<file path="src/rtl/rxf_consts.svh">
// Purpose: constants for the receive fifo flush and flow control block
// Assumes: single clock, synchronous active low reset
// Notes: positions are bit indices within the third receive command word
`ifndef RXF_CONSTS_SVH
`define RXF_CONSTS_SVH
`define WAKE_FLAG_BIT 15
`define FAIL_FLAG_BIT 14
`define DATA_W 32
`define FIFO_DEPTH 8
`define FIFO_AW 3
`define LVL_W 4
`define DIS_CYCLES 4'h2
`define FLUSH_CYCLES 4'h2
`endif

</file>
<file path="src/rtl/rxf_pkg.sv">
// Purpose: types shared by the receive fifo block
// Assumes: constants header included first
// Notes: state codes are one-hot
`include "rxf_consts.svh"
package rxf_pkg;
  typedef enum logic [3:0] {
    ST_RUN = 4'h1,
    ST_DISABLING = 4'h2,
    ST_DISABLED = 4'h4,
    ST_FLUSH = 4'h8
  } ctl_state_t;
endpackage

</file>
<file path="src/rtl/fifo_if.sv">
// Purpose: bundle between the control block and its fifo
// Assumes: one clock
// Notes: flush clears both pointers
`timescale 1ns/1ps
interface fifo_if;
  logic [`DATA_W-1:0] wdata;
  logic wvalid;
  logic wready;
  logic [`DATA_W-1:0] rdata;
  logic rvalid;
  logic rready;
  logic flush;
  logic [`LVL_W-1:0] level;
  modport ctl (output wdata, wvalid, rready, flush, input wready, rdata, rvalid, level);
  modport mem (input wdata, wvalid, rready, flush, output wready, rdata, rvalid, level);
endinterface

</file>
<file path="src/rtl/rx_fifo_buf.sv">
// Purpose: parameterised fifo with valid/ready on both sides
// Assumes: synchronous flush, first word fall through
// Notes: level counts words held
`timescale 1ns/1ps
module rx_fifo_buf #(
  parameter int WIDTH = `DATA_W,
  parameter int DEPTH = `FIFO_DEPTH,
  parameter int AW = `FIFO_AW
) (
  input wire logic clk_in, // clock
  input wire logic rstn_in, // sync reset, low
  fifo_if.mem f // fifo bundle
);
  typedef struct packed {
    logic [AW-1:0] wp;
    logic [AW-1:0] rp;
    logic [AW:0] cnt;
  } buf_state_t;
  buf_state_t s_r, s_nxt;
  logic [WIDTH-1:0] mem_r [DEPTH];
  logic do_w, do_r;

  // handshake terms
  assign f.wready = (s_r.cnt != AW'(0) + (AW+1)'(DEPTH)) && !f.flush;
  assign f.rvalid = (s_r.cnt != '0) && !f.flush;
  assign f.rdata = mem_r[s_r.rp];
  assign f.level = `LVL_W'(s_r.cnt);
  assign do_w = f.wvalid && f.wready;
  assign do_r = f.rready && f.rvalid;

  // pointer and count update
  always_comb begin
    s_nxt = s_r;
    if (f.flush) begin
      s_nxt = '0;
    end else begin
      if (do_w) s_nxt.wp = s_r.wp + AW'(1);
      if (do_r) s_nxt.rp = s_r.rp + AW'(1);
      s_nxt.cnt = s_r.cnt + (AW+1)'(do_w) - (AW+1)'(do_r);
    end
  end

  // state register
  always_ff @(posedge clk_in) begin
    if (!rstn_in) s_r <= '0;
    else s_r <= s_nxt;
  end

  // storage
  always_ff @(posedge clk_in) begin
    if (do_w) mem_r[s_r.wp] <= f.wdata;
  end
endmodule

</file>
<file path="src/rtl/rx_fifo_flush_flow_control.sv">
// What this block does
// - set wake flag bit 15 on remote wakeup
// - set filter fail bit 14 on failed wakeup
// - filter fail only together with wake flag
// - flush returns both pointers to reset
// - flag fifo disabled and irq when done
// - host sets reset, hardware clears when flushed
// - irq holds until both disabled flags clear
// - irq visible in status and endpoint
// - receiver halted sets status and irq
// - flow on when level exceeds on threshold
// - pause frame on flow on if enabled
// - flow off when level below off threshold
// - zero pause on flow off if enabled
// Purpose: receive fifo control, flush sequence and flow control toward the mac
// Assumes: host and mac logic outside keep the stop/enable ordering
// Notes: status bits clear by write-one pulses from the host ports
`timescale 1ns/1ps
`include "rxf_consts.svh"
module rx_fifo_flush_flow_control (
  input wire logic CLK_IN, // 250 MHz clock
  input wire logic RSTN_IN, // sync reset, low
  input wire logic [`DATA_W-1:0] MAC_DATA_IN, // word from mac receiver
  input wire logic MAC_VALID_IN, // word valid
  output logic MAC_READY_OUT, // fifo can take word
  input wire logic MAC_CMDC_IN, // current word is the third command word
  input wire logic MAC_WAKE_IN, // frame caused remote wakeup
  input wire logic MAC_FILT_FAIL_IN, // frame failed filter rules
  input wire logic DEEP_SUSPEND_IN, // deep_suspend_state active
  input wire logic KEEP_WAKE_IN, // keep wake frame setting
  input wire logic ALWAYS_PASS_WAKE_IN, // always_pass_wake setting
  output logic [`DATA_W-1:0] HOST_DATA_OUT, // word to host path
  output logic HOST_VALID_OUT, // word valid
  input wire logic HOST_READY_IN, // host takes word
  input wire logic FIFO_RX_EN_IN, // fifo receive enable
  input wire logic FIFO_RESET_SET_IN, // pulse: host sets fifo reset bit
  output logic FIFO_RESET_OUT, // fifo reset bit, cleared by hardware
  output logic FIFO_DISABLED_OUT, // fifo disabled status
  input wire logic FIFO_DIS_CLR_IN, // pulse: clear fifo disabled status
  input wire logic MAC_HALTED_IN, // mac receiver has halted (pulse or level)
  output logic RX_HALTED_OUT, // receiver halted status
  input wire logic RX_HALT_CLR_IN, // pulse: clear receiver halted status
  input wire logic RX_DIS_IRQ_EN_IN, // rx_disabled_irq enable
  output logic RX_DIS_IRQ_OUT, // rx_disabled_irq in irq_status_reg / endpoint
  input wire logic [`LVL_W-1:0] FLOW_ON_THR_IN, // on threshold, words
  input wire logic [`LVL_W-1:0] FLOW_OFF_THR_IN, // off threshold, words
  input wire logic PAUSE_TX_EN_IN, // pause_tx_enable
  output logic FLOW_ON_OUT, // one-cycle flow-control-on
  output logic FLOW_OFF_OUT, // one-cycle flow-control-off
  output logic PAUSE_REQ_OUT, // one-cycle pause request
  output logic PAUSE_ZERO_OUT // pause request carries zero value
);
  typedef struct packed {
    rxf_pkg::ctl_state_t st;
    logic [3:0] cnt;
    logic rst_bit;
    logic fifo_dis;
    logic rx_halt;
    logic irq;
    logic flow_hi;
    logic on_p;
    logic off_p;
    logic pause;
    logic pzero;
    logic [`DATA_W-1:0] hdata;
    logic hvalid;
    logic mready;
  } ctl_t;
  ctl_t s_r, s_nxt;
  fifo_if f ();
  logic [`DATA_W-1:0] wword;
  logic wake_ok, fail_ok;
  logic hold_off;
  logic out_take;
  logic wr_go, rd_go;

  // fifo instance
  rx_fifo_buf #(.WIDTH(`DATA_W), .DEPTH(`FIFO_DEPTH), .AW(`FIFO_AW)) u_buf (
    .clk_in(CLK_IN),
    .rstn_in(RSTN_IN),
    .f(f)
  );

  // third command word flags inserted on the way in
  assign wake_ok = MAC_WAKE_IN && DEEP_SUSPEND_IN && KEEP_WAKE_IN;
  assign fail_ok = wake_ok && ALWAYS_PASS_WAKE_IN && MAC_FILT_FAIL_IN;
  always_comb begin
    wword = MAC_DATA_IN;
    if (MAC_CMDC_IN) begin
      wword[`WAKE_FLAG_BIT] = wake_ok;
      wword[`FAIL_FLAG_BIT] = fail_ok;
    end
  end

  // fifo stopped unless running and not being reset
  assign hold_off = (s_r.st != rxf_pkg::ST_RUN) || s_r.rst_bit;
  assign f.wdata = wword;
  // a word is only taken while the registered ready is shown to the mac
  assign f.wvalid = MAC_VALID_IN && s_r.mready && !hold_off;
  assign f.flush = (s_r.st == rxf_pkg::ST_FLUSH);
  // output register stage fed from the fifo
  assign out_take = !s_r.hvalid || HOST_READY_IN;
  assign f.rready = out_take && !hold_off;
  // this cycle's fifo traffic, used to predict the next fill level
  assign wr_go = f.wvalid && f.wready;
  assign rd_go = f.rready && f.rvalid;

  // next state
  always_comb begin
    s_nxt = s_r;
    s_nxt.on_p = 1'b0;
    s_nxt.off_p = 1'b0;
    s_nxt.pause = 1'b0;
    s_nxt.pzero = 1'b0;
    if (FIFO_RESET_SET_IN) s_nxt.rst_bit = 1'b1;
    unique case (s_r.st)
      rxf_pkg::ST_RUN: begin
        if (!FIFO_RX_EN_IN) begin
          s_nxt.st = rxf_pkg::ST_DISABLING;
          s_nxt.cnt = `DIS_CYCLES;
        end
      end
      rxf_pkg::ST_DISABLING: begin
        if (s_r.cnt != 4'h0) begin
          s_nxt.cnt = s_r.cnt - 4'h1;
        end else begin
          s_nxt.st = rxf_pkg::ST_DISABLED;
          s_nxt.fifo_dis = 1'b1;
        end
      end
      rxf_pkg::ST_DISABLED: begin
        if (s_r.rst_bit) begin
          s_nxt.st = rxf_pkg::ST_FLUSH;
          s_nxt.cnt = `FLUSH_CYCLES;
        end else if (FIFO_RX_EN_IN) begin
          s_nxt.st = rxf_pkg::ST_RUN;
        end
      end
      rxf_pkg::ST_FLUSH: begin
        s_nxt.hvalid = 1'b0;
        if (s_r.cnt != 4'h0) begin
          s_nxt.cnt = s_r.cnt - 4'h1;
        end else begin
          s_nxt.rst_bit = FIFO_RESET_SET_IN;
          s_nxt.st = rxf_pkg::ST_DISABLED;
        end
      end
    endcase
    // host-side output stage
    if (s_r.st != rxf_pkg::ST_FLUSH && out_take) begin
      s_nxt.hvalid = f.rvalid && !hold_off;
      s_nxt.hdata = f.rdata;
    end
    // status flags, set wins over clear
    if (FIFO_DIS_CLR_IN && !(s_r.st == rxf_pkg::ST_DISABLING && s_r.cnt == 4'h0)) begin
      s_nxt.fifo_dis = 1'b0;
    end
    if (RX_HALT_CLR_IN) s_nxt.rx_halt = 1'b0;
    if (MAC_HALTED_IN) s_nxt.rx_halt = 1'b1;
    // interrupt rises on either event, persists until both flags clear
    if (RX_DIS_IRQ_EN_IN && ((s_nxt.fifo_dis && !s_r.fifo_dis) ||
                             (s_nxt.rx_halt && !s_r.rx_halt))) begin
      s_nxt.irq = 1'b1;
    end else if (!s_nxt.fifo_dis && !s_nxt.rx_halt) begin
      s_nxt.irq = 1'b0;
    end
    // flow control with hysteresis, one-shot on crossings
    if (!s_r.flow_hi && f.level > FLOW_ON_THR_IN) begin
      s_nxt.flow_hi = 1'b1;
      s_nxt.on_p = 1'b1;
      s_nxt.pause = PAUSE_TX_EN_IN;
    end else if (s_r.flow_hi && f.level < FLOW_OFF_THR_IN) begin
      s_nxt.flow_hi = 1'b0;
      s_nxt.off_p = 1'b1;
      s_nxt.pause = PAUSE_TX_EN_IN;
      s_nxt.pzero = PAUSE_TX_EN_IN;
    end
    // ready is registered, so promise it only when a slot stays free after this edge
    s_nxt.mready = (s_nxt.st == rxf_pkg::ST_RUN) && !s_nxt.rst_bit &&
                   ((5'(f.level) + 5'(wr_go) - 5'(rd_go)) < 5'(`FIFO_DEPTH));
  end

  // state register
  always_ff @(posedge CLK_IN) begin
    if (!RSTN_IN) begin
      s_r <= '0;
      s_r.st <= rxf_pkg::ST_RUN;
    end else begin
      s_r <= s_nxt;
    end
  end

  // outputs straight from flops
  assign MAC_READY_OUT = s_r.mready;
  assign HOST_DATA_OUT = s_r.hdata;
  assign HOST_VALID_OUT = s_r.hvalid;
  assign FIFO_RESET_OUT = s_r.rst_bit;
  assign FIFO_DISABLED_OUT = s_r.fifo_dis;
  assign RX_HALTED_OUT = s_r.rx_halt;
  assign RX_DIS_IRQ_OUT = s_r.irq;
  assign FLOW_ON_OUT = s_r.on_p;
  assign FLOW_OFF_OUT = s_r.off_p;
  assign PAUSE_REQ_OUT = s_r.pause;
  assign PAUSE_ZERO_OUT = s_r.pzero;
endmodule

</file>
<file path="config.mk">
export PLATFORM = sky130hd
export DESIGN_NAME = rx_fifo_flush_flow_control
export DESIGN_NICKNAME = d
export VERILOG_FILES = /design/src/rtl/rxf_pkg.sv /design/src/rtl/fifo_if.sv /design/src/rtl/rx_fifo_buf.sv /design/src/rtl/rx_fifo_flush_flow_control.sv
export VERILOG_INCLUDE_DIRS = /design/src /design/src/rtl
export SDC_FILE = /design/constraint.sdc
export NUM_CORES = 1
export LEC_CHECK = 0
export ABC_AREA = 1
export BUFFER_PORTS_ARGS = -buffer_cell sky130_fd_sc_hd__buf_4
export CORE_AREA = 4 4 214 216
export DETAILED_ROUTE_END_ITERATION = 6
export DIE_AREA = 0 0 218 220
export GPL_TIMING_DRIVEN = 0
export PLACE_DENSITY_LB_ADDON = 0.1
export SLEW_MARGIN = 20
export SYNTH_ARGS = -nofsm -noshare
export SYNTH_HDL_FRONTEND = slang
export SYNTH_SLANG_ARGS = --single-unit
</file>
<file path="constraint.sdc">
create_clock -name CLK_IN -period 4.2 [get_ports CLK_IN]
set_input_delay 0.21 -clock CLK_IN [delete_from_list [all_inputs] [get_ports CLK_IN]]
set_output_delay 0.21 -clock CLK_IN [all_outputs]
set_load 0.03 [all_outputs]
</file>
======== After elaboration in Yosys (flattened, before gate mapping) ========
Memory sizes are Yosys's and may differ from the RTL's. A register that Yosys moved wholly into a read port is not among the register bits.
Index checks and enable logic that the tools add are counted.
word-level totals
  input port bits ......................... 57
  flip-flop bits (word level) ............. 29
  memory bits (writable) .................. 256
  memories kept ........................... 1
  logic and storage cells ................. 115
memory list
  name         depth  width  read ports  clocked after memory_dff  wr ports  line               source
  u_buf.mem_r  8      32     1           1                         1         rx_fifo_buf.sv:20  logic [WIDTH-1:0] mem_r [DEPTH];
cells by class
  multiplexer cells ....................... 27
  bitwise operators ....................... 2
  add/subtract/negate cells ............... 7
  $lt $le $gt $ge ......................... 3
  equal/unequal tests ..................... 11
  reductions and logical operators ........ 48
operators by type and width
  operator             number
  $pmux 8 s3           1
  $logic_and 1x1->1    23
  $mux 4               5
  $mux 1               18
  $logic_not 1->1      11
  $eq 4x1->1 const B   2
  $mux 8               1
  $ne 4x4->1 const B   2
  $reduce_bool 4->1    2
  $add 3x1->3 const B  2
  $reduce_bool 2->1    3
  $reduce_or 2->1      3
  $add 4x1->5          1
  $lt 5x4->1 const B   1
  $sub 5x1->5          1
  $add 4x1->4          1
  $eq 4x2->1 const B   1
  $eq 4x3->1 const B   1
  $eq 4x4->1 const B   1
  $gt 4x4->1           1
  $logic_not 4->1      1
  $lt 4x4->1           1
  $ne 2x2->1 const B   2
  $ne 4x1->1 const B   1
  other kinds (9)      12

======== Logic depth before layout (Yosys ltp) ========
Gate-level depths: netlist (run 1).
  word-level depth ........................ 9
  mapped depth ............................ 18
  mapped depth without buffers ............ 17

======== Modules after synthesis ========
Synthesis (run 1) repeated with hierarchy kept, for this count alone.
second synthesis, totals
  cell total of the unflattened synthesis .. 1,344
  area, all modules ....................... 13,629.3 um^2
modules (own cells, without submodules)
  module                      seq. area each (um^2)  times used  area each (um^2)  cells each
  rx_fifo_buf                 7,947.6                1           10,964.3          960
  rx_fifo_flush_flow_control  1,021.0                1           2,665.1           384

======== Worst setup path before layout (run 1) ========
OpenSTA, ideal clock, no wires.
  path kind ............................... register to register
  start point ............................. register u_buf.s_r (netlist bit u_buf.f.level[2])
  end point ............................... memory u_buf.mem_r[1][0] in the netlist's numbering (enable)
  setup time .............................. 0.461 ns
  stages on the path, launching flop included .. 8
  path slack .............................. 0.440 ns
  data required time ...................... 3.739 ns
  arrival ................................. 3.299 ns
  period minus slack after synthesis ...... 3.760 ns
  cells stage by stage .................... dfxtp_1 -> inv_1 -> ha_1 -> nand3_1 -> nand2_2 -> nor3_4 -> nand2_2 -> nor3_1
between the ends
  word-level cells in the longest chain between the ends .. 5
ends and longest elaborated chain
  what                          line               source
  start, declared               rx_fifo_buf.sv:19  buf_state_t s_r, s_nxt;
  start signal, assigned        rx_fifo_buf.sv:46  else s_r <= s_nxt;
  $ne 4x4->1                    rx_fifo_buf.sv:24  assign f.wready = (s_r.cnt != AW'(0) + (AW+1)'(DEPTH)) && !f.flush;
  $logic_and 1x1->1             rx_fifo_buf.sv:24
  $logic_and 1x1->1             rx_fifo_buf.sv:28  assign do_w = f.wvalid && f.wready;
  via u_buf.do_w                rx_fifo_buf.sv:21  logic do_w, do_r;
  $mux 1                        rx_fifo_buf.sv:51  if (do_w) mem_r[s_r.wp] <= f.wdata;
  $mux 1 (implied by the code)  rx_fifo_buf.sv:51
  end, declared                 rx_fifo_buf.sv:20
The timed path passes the listed nets, and every way through them passes these cells.

======== Worst setup path after layout (run 1) ========
  start point ............................. register s_r[47] in the netlist's numbering
  end point ............................... register s_r (netlist bit MAC_READY_OUT)
between the ends
  elaborated cells between the ends (all ways) .. 28
RTL lines
  what                    line                               source
  start, declared         rx_fifo_flush_flow_control.sv:69   ctl_t s_r, s_nxt;
  start signal, assigned  rx_fifo_flush_flow_control.sv:189  s_r <= s_nxt;
  $ne 4x1->1              rx_fifo_flush_flow_control.sv:96   assign hold_off = (s_r.st != rxf_pkg::ST_RUN) || s_r.rst_bit;
  $logic_or 1x1->1        rx_fifo_flush_flow_control.sv:96
  $logic_not 1->1         rx_fifo_flush_flow_control.sv:103  assign f.rready = out_take && !hold_off;
  $logic_and 1x1->1       rx_fifo_flush_flow_control.sv:103
  $logic_and 1x1->1 (*)   rx_fifo_flush_flow_control.sv:106  assign rd_go = f.rready && f.rvalid;
  via rd_go               rx_fifo_flush_flow_control.sv:75   logic wr_go, rd_go;
  $sub 5x1->5 (*)         rx_fifo_flush_flow_control.sv:180  ((5'(f.level) + 5'(wr_go) - 5'(rd_go)) < 5'(`FIFO_DEPTH));
  $lt 5x4->1 (*)          rx_fifo_flush_flow_control.sv:180
  $logic_and 1x1->1 (*)   rx_fifo_flush_flow_control.sv:179  s_nxt.mready = (s_nxt.st == rxf_pkg::ST_RUN) && !s_nxt.rst_bit &&
Mark *: on every way through the listed nets, which the timed path passes. The rest lies on a longest branch. The select of a mux whose other input is x is not followed.
A chain may end at the register's enable or synchronous reset.

==> results.cfg, run 1 <==
[status]
outcome = finished clean

[synthesis]
avgSynthCellArea_um2 = 11.5
synth.top_cell.area_share_pct = 59.2
synthArstFlopShare_pct = 0
seq_area_frac_synth_pct = 68.6
yosys-top-cells-area = edfxtp_1 59%, dfxtp_1 9.4%, nor2_1 6.6%
synth_top_area_cell = edfxtp_1
ys.flop_type = edfxtp_1
yosysMostFrequentCell = edfxtp_1
yosysWarnings = 0
synth_seq_cells = 317
netlist_area_um2 = 13000
ys_top_cells_by_count = 256 x edfxtp_1, 228 x nor2_1, 113 x o21ai_0
synth.distinct_cells = 35
syn-instance-count = 1128
syn-num-nets = 1203
synth_edf_count = 256

[timing]
drv_slew = 0
setup_tns_ns = 0
fin_ws_ns = 1.43
worst_slew_pin_slew_ns = 0.886
rsz0062_at_grt = false
clock_skew_ns = 0.0158
post-route-min-period_ns = 2.77
hold_viol = 0
max_freq_mhz = 361
max-slew-margin-rel_pct = 40.9
final.period_utilization_pct = 65.9
finalSetupViolations = 0

[setup_path]
cp.arrival_ns = 3.25
timing.rr.end = MAC_READY_OUT$_SDFF_PN0_
rr_startpoint = s_r[47]$_SDFF_PN1_
critPathLaunch = s_r[47]$_SDFF_PN1_
end_kind = flop
critPathKind = reg -> reg
endpoint = MAC_READY_OUT$_SDFF_PN0_
r2r_slack_ns = 1.43
crit_required_ns = 4.68
cp_max_fo = 10
cp-start-kind = flop
reg2reg_depth = 18

[die]
fp.dieW_um = 218
die_h_um = 220
core_um2 = 43900
die_area_um2 = 48000
rows = 77
start_util_pct = 29.6
io_pins = 99

[routing]
wl_per_cell_um = 19.4
wl_um = 37900
route.detailed.drc = 0
drtIter0Drc = 681
vias = 8886
postRouteAntennaNets = 0
dr.pass1.iters = 6
vias_per_cell = 4.55

[global_route]
grtUsageMet2_pct = 27.1
top_usage_layer = met2
use_met1_pct = 21.5
grt_pass1_wl_um = 57000
grt-ovfl-total = 0
antenna_found_initial = 1
grt_max_degree = 14
grt_pass1_vias = 8922
track_usage_pct = 15.9
met3_usage_pct = 2.39

[layout]
area_growth_pct = 26.5
fin_nets = 1408
n_fill_cell = 4382
drive_above_1_share_pct = 20.1
stdcell_area_um2 = 16400
final_cells = 1955

[power]
leakagePower_nw = 5.96
p_per_area_nw_per_um2 = 544
vdd_drop_max_mv = 0.286

[clock_tree]
clock-sinks = 317
clockBufferDepth = 3
cts_setup_buffers = 0
cts.repair.resized = 0
clockRootBuffer = clkbuf_16
cts_max_level = 2
numCtsBuffers = 38
cts_tree = built
clock_latency_ns = 0.55
path_clk_slew_ns = 0.06

[run]
max-cap-violations = 0

[hold_path]
hold_class = in -> reg

[placement]
dpl.hpwl_um = 25500
portBuffers = 97
placed_cell_area_um2 = 14900
place.gp.congestion = 0.736
post-place-cells = 1848
pre_cts_slack_ns = 1.44
==> power breakdown <==
| group | leakage (nW) | internal [mW] | total (mW) | switching [mW] |
|---|---|---|---|---|
| Sequential | 2.80 | 3.52 | 3.61 | 0.0859 |
| Combinational | 2.56 | 0.763 | 2.14 | 1.38 |
| Clock | 0.602 | 1.88 | 3.20 | 1.32 |
| Total | 5.96 | 6.17 | 8.95 | 2.78 |
==> registers in the layout, indices dropped and copies added, names as in the netlist, 4 cells and up <==
name,count
HOST_DATA_OUT,32
s_r,9
u_buf.f.level,4
u_buf.mem_r,256
u_buf.s_r,6
==> routing by layer <==
| layer | vias up | part of all wire, % |
|---|---|---|
| met1 | 4279 | 46 |
| met4 | 0 | 1.6 |
| li1 | 4387 | - |
| met2 | 180 | 48 |
| met5 | - | 0 |
| met3 | 40 | 4.4 |
==> cell type report <==
cell class	instances	area, um^2	area share, %
clock buffers	55	1100	6.67
flip-flops and latches	317	8910	54.2
diodes	1	2.50	0.0152
clock inverters	14	115	0.700
well taps	592	741	4.51
plain buffers	96	562	3.42
repair buffers	165	1450	8.81
inverters	45	169	1.03
multi-input cells	670	3400	20.7
==> logic make-up (layout without fill, tap and decap cells) <==
family	after synthesis	count (layout)	synth area share, %
simple gates	357	357	11.2
flops	317	317	68.6
compound gates	291	291	12.5
buf+inv	141	375	5.63
fa+ha+maj	18	18	1.79
xor+xnor	4	4	0.270
other cells	0	1	0
==> timing repair <==
action / 4_1_cts / 5_1_grt
hold buffers: 37 / 0
endpoints found under the setup margin: 0 / 0
endpoints found under the hold margin: 248 / 0
==> cell usage in the layout (no fill, tap or decap), types with 2 or more instances in the layout <==
master         count
clkinv_8           2
o21ai_0          113
nand3_1           14
clkbuf_16         39
a21oi_1           50
inv_2             10
clkinv_1           3
buf_8             11
dlygate4sd3_1     37
nand2_2            5
o21ai_1           59
xor2_1             3
o22ai_1            2
inv_1             34
buf_2             17
dfxtp_1           61
clkbuf_1          40
buf_4            150
edfxtp_1         256
nand2_1           89
nor3_4             5
buf_6              9
nand4_1            5
o211ai_1          65
clkinv_2           9
clkbuf_8           6
ha_1              17
nor3_2             4
buf_1              6
nor2_1           228
==> per-stage QoR <==
step,power (mW),hold WS [ns],util [%]
after floorplan,5.03,0.309,-
after global placement,5.83,0.410,32.9
after detailed placement,5.84,0.417,33.8
after CTS,9.10,0.104,37.4
after global routing,9.48,0.154,37.4
final,8.95,0.137,37.4
==> how the worst min path moves through the flow <==
stage | start | to | slack (ns) | depth (start not counted)
finish | RX_HALT_CLR_IN | RX_DIS_IRQ_OUT$_SDFFE_PN0P_ | 0.14 | 6
global route | RX_HALT_CLR_IN | RX_DIS_IRQ_OUT$_SDFFE_PN0P_ | 0.15 | 6
CTS | RX_HALT_CLR_IN | RX_DIS_IRQ_OUT$_SDFFE_PN0P_ | 0.10 | 6
detailed placement | PAUSE_TX_EN_IN | PAUSE_REQ_OUT$_SDFF_PN0_ | 0.42 | 3
global placement | PAUSE_TX_EN_IN | PAUSE_REQ_OUT$_SDFF_PN0_ | 0.41 | 3
floorplan | MAC_DATA_IN[0] | u_buf.mem_r[0][0]$_DFFE_PP_ | 0.31 | 0
==> worst max-delay path, cell delays in order, from the launching register on <==
cell,delay (ns)
dfxtp_1,0.37
inv_2,0.08
nand2_1,0.09
nor2_1,0.22
nor2_2,0.06
buf_4,0.20
nand2_2,0.13
inv_2,0.07
ha_1,0.27
inv_1,0.04
ha_1,0.22
fa_1,0.41
nand3_1,0.13
nand2_1,0.06
nand2_1,0.06
nand3_1,0.09
nor2_1,0.09
nand2_1,0.05
nor2_1,0.07
Note: power is estimated with default switching activity, not from simulation.
==> inputs of run 2 (changes only) <==
--- a/config.mk
+++ b/config.mk
@@ -6,11 +6,11 @@
 export SDC_FILE = /design/constraint.sdc
 export NUM_CORES = 1
 export LEC_CHECK = 0
-export ABC_AREA = 1
+export ABC_AREA = 0
 export BUFFER_PORTS_ARGS = -buffer_cell sky130_fd_sc_hd__buf_4
-export CORE_AREA = 4 4 214 216
+export CORE_AREA = 4 4 210 212
 export DETAILED_ROUTE_END_ITERATION = 6
-export DIE_AREA = 0 0 218 220
+export DIE_AREA = 0 0 214 216
 export GPL_TIMING_DRIVEN = 0
 export PLACE_DENSITY_LB_ADDON = 0.1
 export SLEW_MARGIN = 20
==> constraint.sdc (replaced) <==
create_clock -name CLK_IN -period 2.7 [get_ports CLK_IN]
set_input_delay 0.135 -clock CLK_IN [delete_from_list [all_inputs] [get_ports CLK_IN]]
set_output_delay 0.135 -clock CLK_IN [all_outputs]
set_load 0.03 [all_outputs]
==> run 2 against run 1 <==
The run now ends with negative setup slack left. Clock-buffer cell count shrank 4. Register-to-register slack got worse by 1.5 ns. Wire length fell by 20%. Critical path depth is 6 lower. First-iteration DRC count fell by 39%. Via count is 22% lower. Clock power rose by 55%. Area after synthesis is 3.5% lower. Non-clock buffer count fell by 30. Die area down 3.6%. Highest routed layer is now met5.
==> results.cfg, run 2 <==
[routing]
drtIter0Drc = 413
met3WireLength_um = 1620
vias = 6906
wl_um = 30300
wl_met2_um = 14500
route.detailed.drc = 0
highest_layer = met5
dr.pass1.iters = 4
vias_per_cell = 4.63
wl_per_cell_um = 20.4
wl_met1_um = 13600
postRouteAntennaNets = 0

[global_route]
grt_pass1_vias = 7266
antenna_found_initial = 1
grt-ovfl-total = 0
track_usage_pct = 13.2
grt_pass1_wl_um = 46400
grt_max_degree = 18

[synthesis]
synth-simple-area-share_pct = 3.83
synth_xor_area_share_pct = 0.769
syn-num-nets = 793
ys_top_cells_by_count = 256 x edfxtp_1, 64 x mux4_2, 61 x dfxtp_1
synthMuxAreaShare_pct = 14.2
synth_edf_count = 256
synth_compound_area_share_pct = 4.44
synth_top_family_by_area = multiplexers
netlist_area_um2 = 12500
yosysWarnings = 0
synth_seq_cells = 317
syn-instance-count = 718
yosysMostFrequentCell = edfxtp_1
ys.flop_type = edfxtp_1
avgSynthCellArea_um2 = 17.5
seq_area_frac_synth_pct = 71.1
synth_top_area_cell = edfxtp_1
synth.top_cell.area_share_pct = 61.4
synth.distinct_cells = 54
yosys-top-cells-area = edfxtp_1 61%, mux4_2 12%, dfxtp_1 9.7%
synthArstFlopShare_pct = 0
yosys.area_share.adder_pct = 1.86

[die]
io_pins = 99
fp.dieW_um = 214
die_h_um = 216
rows = 75
die_area_um2 = 46200
start_util_pct = 29.9
core_um2 = 41900

[clock_tree]
clock_latency_ns = 0.54
path_clk_slew_ns = 0.06
cts_max_level = 2
clockBufferDepth = 3
numCtsBuffers = 37
clockRootBuffer = clkbuf_16
cts_tree = built
clock-sinks = 317

[setup_path]
crit_required_ns = 3.14
end_kind = flop
cp.arrival_ns = 3.16
critPathKind = reg -> reg
cp_max_fo = 4
cp-start-kind = flop

[run]
max-cap-violations = 0

[timing]
clock_skew_ns = 0.0163
post-route-min-period_ns = 2.72
max-slew-margin-rel_pct = 33.1
setup_tns_ns = -0.0213
finalSetupViolations = 1
worst_slew_pin_slew_ns = 1.00
max_freq_mhz = 367
rsz0062_at_grt = true
hold_viol = 0
final.period_utilization_pct = 101
fin_ws_ns = -0.0213
drv_slew = 0

[layout]
stdcell_area_um2 = 16100
drive_above_1_share_pct = 33.8
area_growth_pct = 28.4
layout_commonest_cell = edfxtp_1
largest_register = u_buf.mem_r
final_cell_mix = 256 x edfxtp_1, 141 x buf_4, 64 x mux4_2, 57 x dfxtp_1, 43 x a21oi_1
antenna_cells = 0
largest_register_ffs = 256
fin_nets = 997

[power]
vdd_drop_max_mv = 0.394
p_int_mw = 9.36
leakagePower_nw = 5.49
power.total_mw = 12.5
clkPwrFrac_pct = 39.8
seq_power_share_pct = 44.2
switching_power_mw = 3.12
p_per_area_nw_per_um2 = 775
power_switching_share_pct = 25.0
combPwrFrac_pct = 16.0

[placement]
place.gp.congestion = 0.722
placed_cell_area_um2 = 14300
portBuffers = 98
dpl.hpwl_um = 19100
pre_cts_slack_ns = -0.425

[hold_path]
hold_class = in -> reg

[status]
outcome = finished with violations
violations = negative setup slack
[run 2: through the flow]
step	utilization (%)	cells	hold WS, ns
2_1_floorplan	-	718	0.234
3_3_place_gp	33.3	1355	0.348
3_5_place_dp	34.1	1370	0.355
4_1_cts	38.3	1488	0.0390
5_1_grt	38.4	1490	0.0653
6_report	38.4	1490	0.0631
[run 2: power groups by stage]
stage,Sequential [mW],Combinational [mW],Clock [mW]
CTS,5.51,2.05,5.15
detailed placement,5.62,1.95,0
global placement,5.62,1.95,0
finish,5.51,2.00,4.97
global route,5.53,2.21,5.38
floorplan,5.61,1.35,0
[run 2: kinds of logic after synthesis]
family | after synthesis
flops | 317
compound gates | 100
mux | 98
buf+inv | 89
simple gates | 85
fa+ha+maj | 18
xor+xnor | 11
[run 2: worst max-delay path, cell delays in order (launching register included)]
cell and delay, ns:
dfxtp_2 0.33, or4_4 0.55, a311o_1 0.34, nor2_4 0.10
ha_1 0.12, inv_1 0.04, ha_2 0.18, fa_2 0.36
a21oi_2 0.12, o21bai_1 0.08, xnor2_1 0.14, nor2_1 0.05
and4_1 0.18
[run 2: worst paths after layout]
| kind | startpoint | to | slack, ns | cells past startpoint |
|---|---|---|---|---|
| setup / recovery | s_r[49]$_SDFF_PN0_ | MAC_READY_OUT$_SDFF_PN0_ | -0.02 | 12 |
| hold / removal | RX_HALT_CLR_IN | RX_DIS_IRQ_OUT$_SDFFE_PN0P_ | 0.06 | 6 |
| setup reg to reg | s_r[49]$_SDFF_PN0_ | MAC_READY_OUT$_SDFF_PN0_ | -0.02 | 12 |
| hold reg to reg | s_r[38]$_SDFFE_PN0P_ | FLOW_OFF_OUT$_SDFF_PP0_ | 0.49 | 2 |
[run 2: cell type report]
class	count	area, um^2
well taps	539	674
flip-flops and latches	317	8920
fillers	3928	25900
inverters	23	86.3
clock buffers	51	1020
plain buffers	66	390
repair buffers	165	1570
multi-input cells	312	3240
clock inverters	17	195
[run 2: timing repair]
| action | in CTS | in global routing |
|---|---|---|
| pin swaps | 12 | 5 |
| hold buffers | 39 | 0 |
| setup buffers | 11 | 2 |
| hold endpoints to repair | 250 | 0 |
| gates resized for setup | 7 | 6 |
| setup endpoints to repair | 224 | 3 |
[run 2: per-layer routing]
layer | track usage (%) | up-vias
li1 | - | 3190
met1 | 17.8 | 3515
met2 | 21.4 | 153
met3 | 3.11 | 46
met4 | 3.52 | 2
met5 | 0 | -
==> inputs of run 3 (changes only) <==
--- a/config.mk
+++ b/config.mk
@@ -8,9 +8,9 @@
 export LEC_CHECK = 0
 export ABC_AREA = 0
 export BUFFER_PORTS_ARGS = -buffer_cell sky130_fd_sc_hd__buf_4
-export CORE_AREA = 4 4 210 212
+export CORE_AREA = 4 4 151 153
 export DETAILED_ROUTE_END_ITERATION = 6
-export DIE_AREA = 0 0 214 216
+export DIE_AREA = 0 0 155 157
 export GPL_TIMING_DRIVEN = 0
 export PLACE_DENSITY_LB_ADDON = 0.1
 export SLEW_MARGIN = 20
==> run 3 against run 2 <==
Sequential cell count unchanged. Clock skew shrank 0.0022 ns. Largest cell class unchanged. Highest routed layer is now met4. Critical path type unchanged. Via count is 0.59% higher. Register-to-register slack lost 0.05 ns. Final cell count fell by 18%. Hold slack better by 0.026 ns. The run still ends with negative setup slack left.
==> results.cfg, run 3 (synthesis results as in run 2) <==
[setup_path]
crit_chain = or4_4 > a311o_1 > nor2_4 > ha_4 > inv_4 > ha_4 > fa_2 > a21oi_2 > o21bai_1 > xnor2_1 > nor2_1 > and4_1
cp.arrival_ns = 3.21
worst_path_dominant_cell_family = simple AND/OR/NAND/NOR gates
timing.rr.end = MAC_READY_OUT$_SDFF_PN0_
crit_top_cell = ha_4
reg2reg_depth = 12
crit_required_ns = 3.14
critPathBufInv = 1
cp-start-kind = flop
rr_startpoint = s_r[49]$_SDFF_PN0_
cp_max_fo = 4
cp_slowest_cell = or4_4
end_kind = flop
critPathKind = reg -> reg
critPathMaxStageDelay_ns = 0.56
r2r_slack_ns = -0.07

[routing]
dr.pass1.iters = 5
vias = 6947
route.detailed.drc = 0
wl_um = 26700
wl_per_cell_um = 21.9
postRouteAntennaNets = 0
drtIter0Drc = 569
vias_per_cell = 5.68

[placement]
post-place-cells = 1108
dpl.hpwl_um = 16800
placed_cell_area_um2 = 13900
place.gp.congestion = 0.815
portBuffers = 98

[power]
switching_power_mw = 2.85
clkPwrFrac_pct = 36.4
p_per_area_nw_per_um2 = 758
power_switching_share_pct = 24.0
leakagePower_nw = 5.41
vdd_drop_max_mv = 0.655
combPwrFrac_pct = 17.0
seq_power_share_pct = 46.6
p_int_mw = 9.00

[layout]
area_growth_pct = 24.7
final_cell_mix = 256 x edfxtp_1, 141 x buf_4, 64 x mux4_2, 57 x dfxtp_1, 43 x a21oi_1
antenna_cells = 0
largest_register = u_buf.mem_r
stdcell_area_um2 = 15600
final_core_util_pct = 72.5
fin_nets = 993
drive_above_1_share_pct = 33.4
n_fill_cell = 1325
largest_register_ffs = 256
final_cells = 1223
layout_commonest_cell = edfxtp_1

[clock_tree]
clockRootBuffer = clkbuf_16
cts_max_level = 1
numCtsBuffers = 31
clock-sinks = 317
clock_latency_ns = 0.55
cts_tree = built
clockBufferDepth = 3
path_clk_slew_ns = 0.06

[timing]
max_freq_mhz = 361
fin_ws_ns = -0.0737
final.period_utilization_pct = 103
rsz0062_at_grt = true
clock_skew_ns = 0.0142
finalSetupViolations = 1
max-slew-margin-rel_pct = 36.0
worst_slew_pin_slew_ns = 0.960
post-route-min-period_ns = 2.77
hold_viol = 0
drv_slew = 0
whs_ns = 0.0895

[global_route]
track_usage_pct = 22.1
grt-ovfl-total = 0
grt_max_degree = 21
grt_pass1_vias = 7413
grt_pass1_wl_um = 41100
antenna_found_initial = 0

[status]
violations = negative setup slack
outcome = finished with violations

[die]
io_pins = 99
die_h_um = 157
core_um2 = 21600
start_util_pct = 58.1
rows = 54
fp.dieW_um = 155
die_area_um2 = 24300

[hold_path]
min_from = FLOW_ON_THR_IN[0]
hold_class = in -> reg
hold_depth = 5
min_to = FLOW_ON_OUT$_SDFF_PN0_

[run]
max-cap-violations = 0
[run 3: cell types whose count changed in the layout (fill, tap and decap cells not counted), sizes merged]
cell / previous run / this run
clkinv: 12 / 8
clkbuf: 67 / 62
dlygate4sd3: 39 / 40
clkinvlp: 1 / 0
inv: 24 / 25
[run 3: final cells by class]
class / count / area [um^2] / area share [%]
tap: 280 / 350 / 2.24
clock buffer: 45 / 898 / 5.75
timing repair buffer: 167 / 1570 / 10.1
buffer: 66 / 390 / 2.50
sequential: 317 / 8910 / 57.1
clock inverter: 13 / 145 / 0.929
inverter: 23 / 88.8 / 0.569
multi-input combinational: 312 / 3260 / 20.9
[run 3: through the flow]
stage | power (mW) | setup TNS [ns] | setup WS, ns
floorplan | 6.96 | -10.12 | -0.0557
finish | 11.8 | -0.0737 | -0.0737
CTS | 11.9 | -0.186 | -0.186
global route | 12.3 | -0.161 | -0.145
global placement | 7.45 | -252.02 | -1.07
detailed placement | 7.52 | -25.57 | -0.279
[run 3: power by group through the flow]
stage / logic, mW / registers, mW / clock network, mW
floorplan: 1.35 / 5.61 / 0
global placement: 1.85 / 5.61 / 0
detailed placement: 1.90 / 5.61 / 0
CTS: 2.01 / 5.51 / 4.41
global route: 2.20 / 5.52 / 4.62
finish: 2.01 / 5.51 / 4.32
[run 3: timing repair]
action / CTS / global route
hold endpoints to repair: 250 / 0
pin swaps: 14 / 6
setup buffers: 15 / 2
setup endpoints to repair: 193 / 32
hold buffers: 40 / 0
resized for setup: 9 / 6
[run 3: per-layer routing]
layer	vias up	part of all wire, %	track usage [%]	routed length, um
met4	0	2.0	5.17	525
met2	213	52	39.1	13800
met1	3514	41	29.7	11000
li1	3177	-	-	-
met3	43	5.3	3.00	1420
met5	-	0	0	0
[run 3: how the worst max path moves through the flow]
stage	cells after the start	startpoint	slack, ns	to
floorplan	4	s_r[49]$_SDFF_PN0_	-0.06	u_buf.mem_r[1][0]$_DFFE_PP_
CTS	12	s_r[50]$_SDFF_PN0_	-0.19	MAC_READY_OUT$_SDFF_PN0_
finish	12	s_r[49]$_SDFF_PN0_	-0.07	MAC_READY_OUT$_SDFF_PN0_
global route	12	s_r[49]$_SDFF_PN0_	-0.15	MAC_READY_OUT$_SDFF_PN0_
global placement	4	s_r[49]$_SDFF_PN0_	-1.07	u_buf.mem_r[5][16]$_DFFE_PP_
detailed placement	7	s_r[47]$_SDFF_PN1_	-0.28	u_buf.mem_r[4][16]$_DFFE_PP_
[run 3: worst reg2reg max path, stage by stage (launching register included)]
cell	delay (ns)
dfxtp_2	0.34
or4_4	0.56
a311o_1	0.36
nor2_4	0.15
ha_4	0.15
inv_4	0.03
ha_4	0.15
fa_2	0.34
a21oi_2	0.12
o21bai_1	0.09
xnor2_1	0.15
nor2_1	0.05
and4_1	0.18
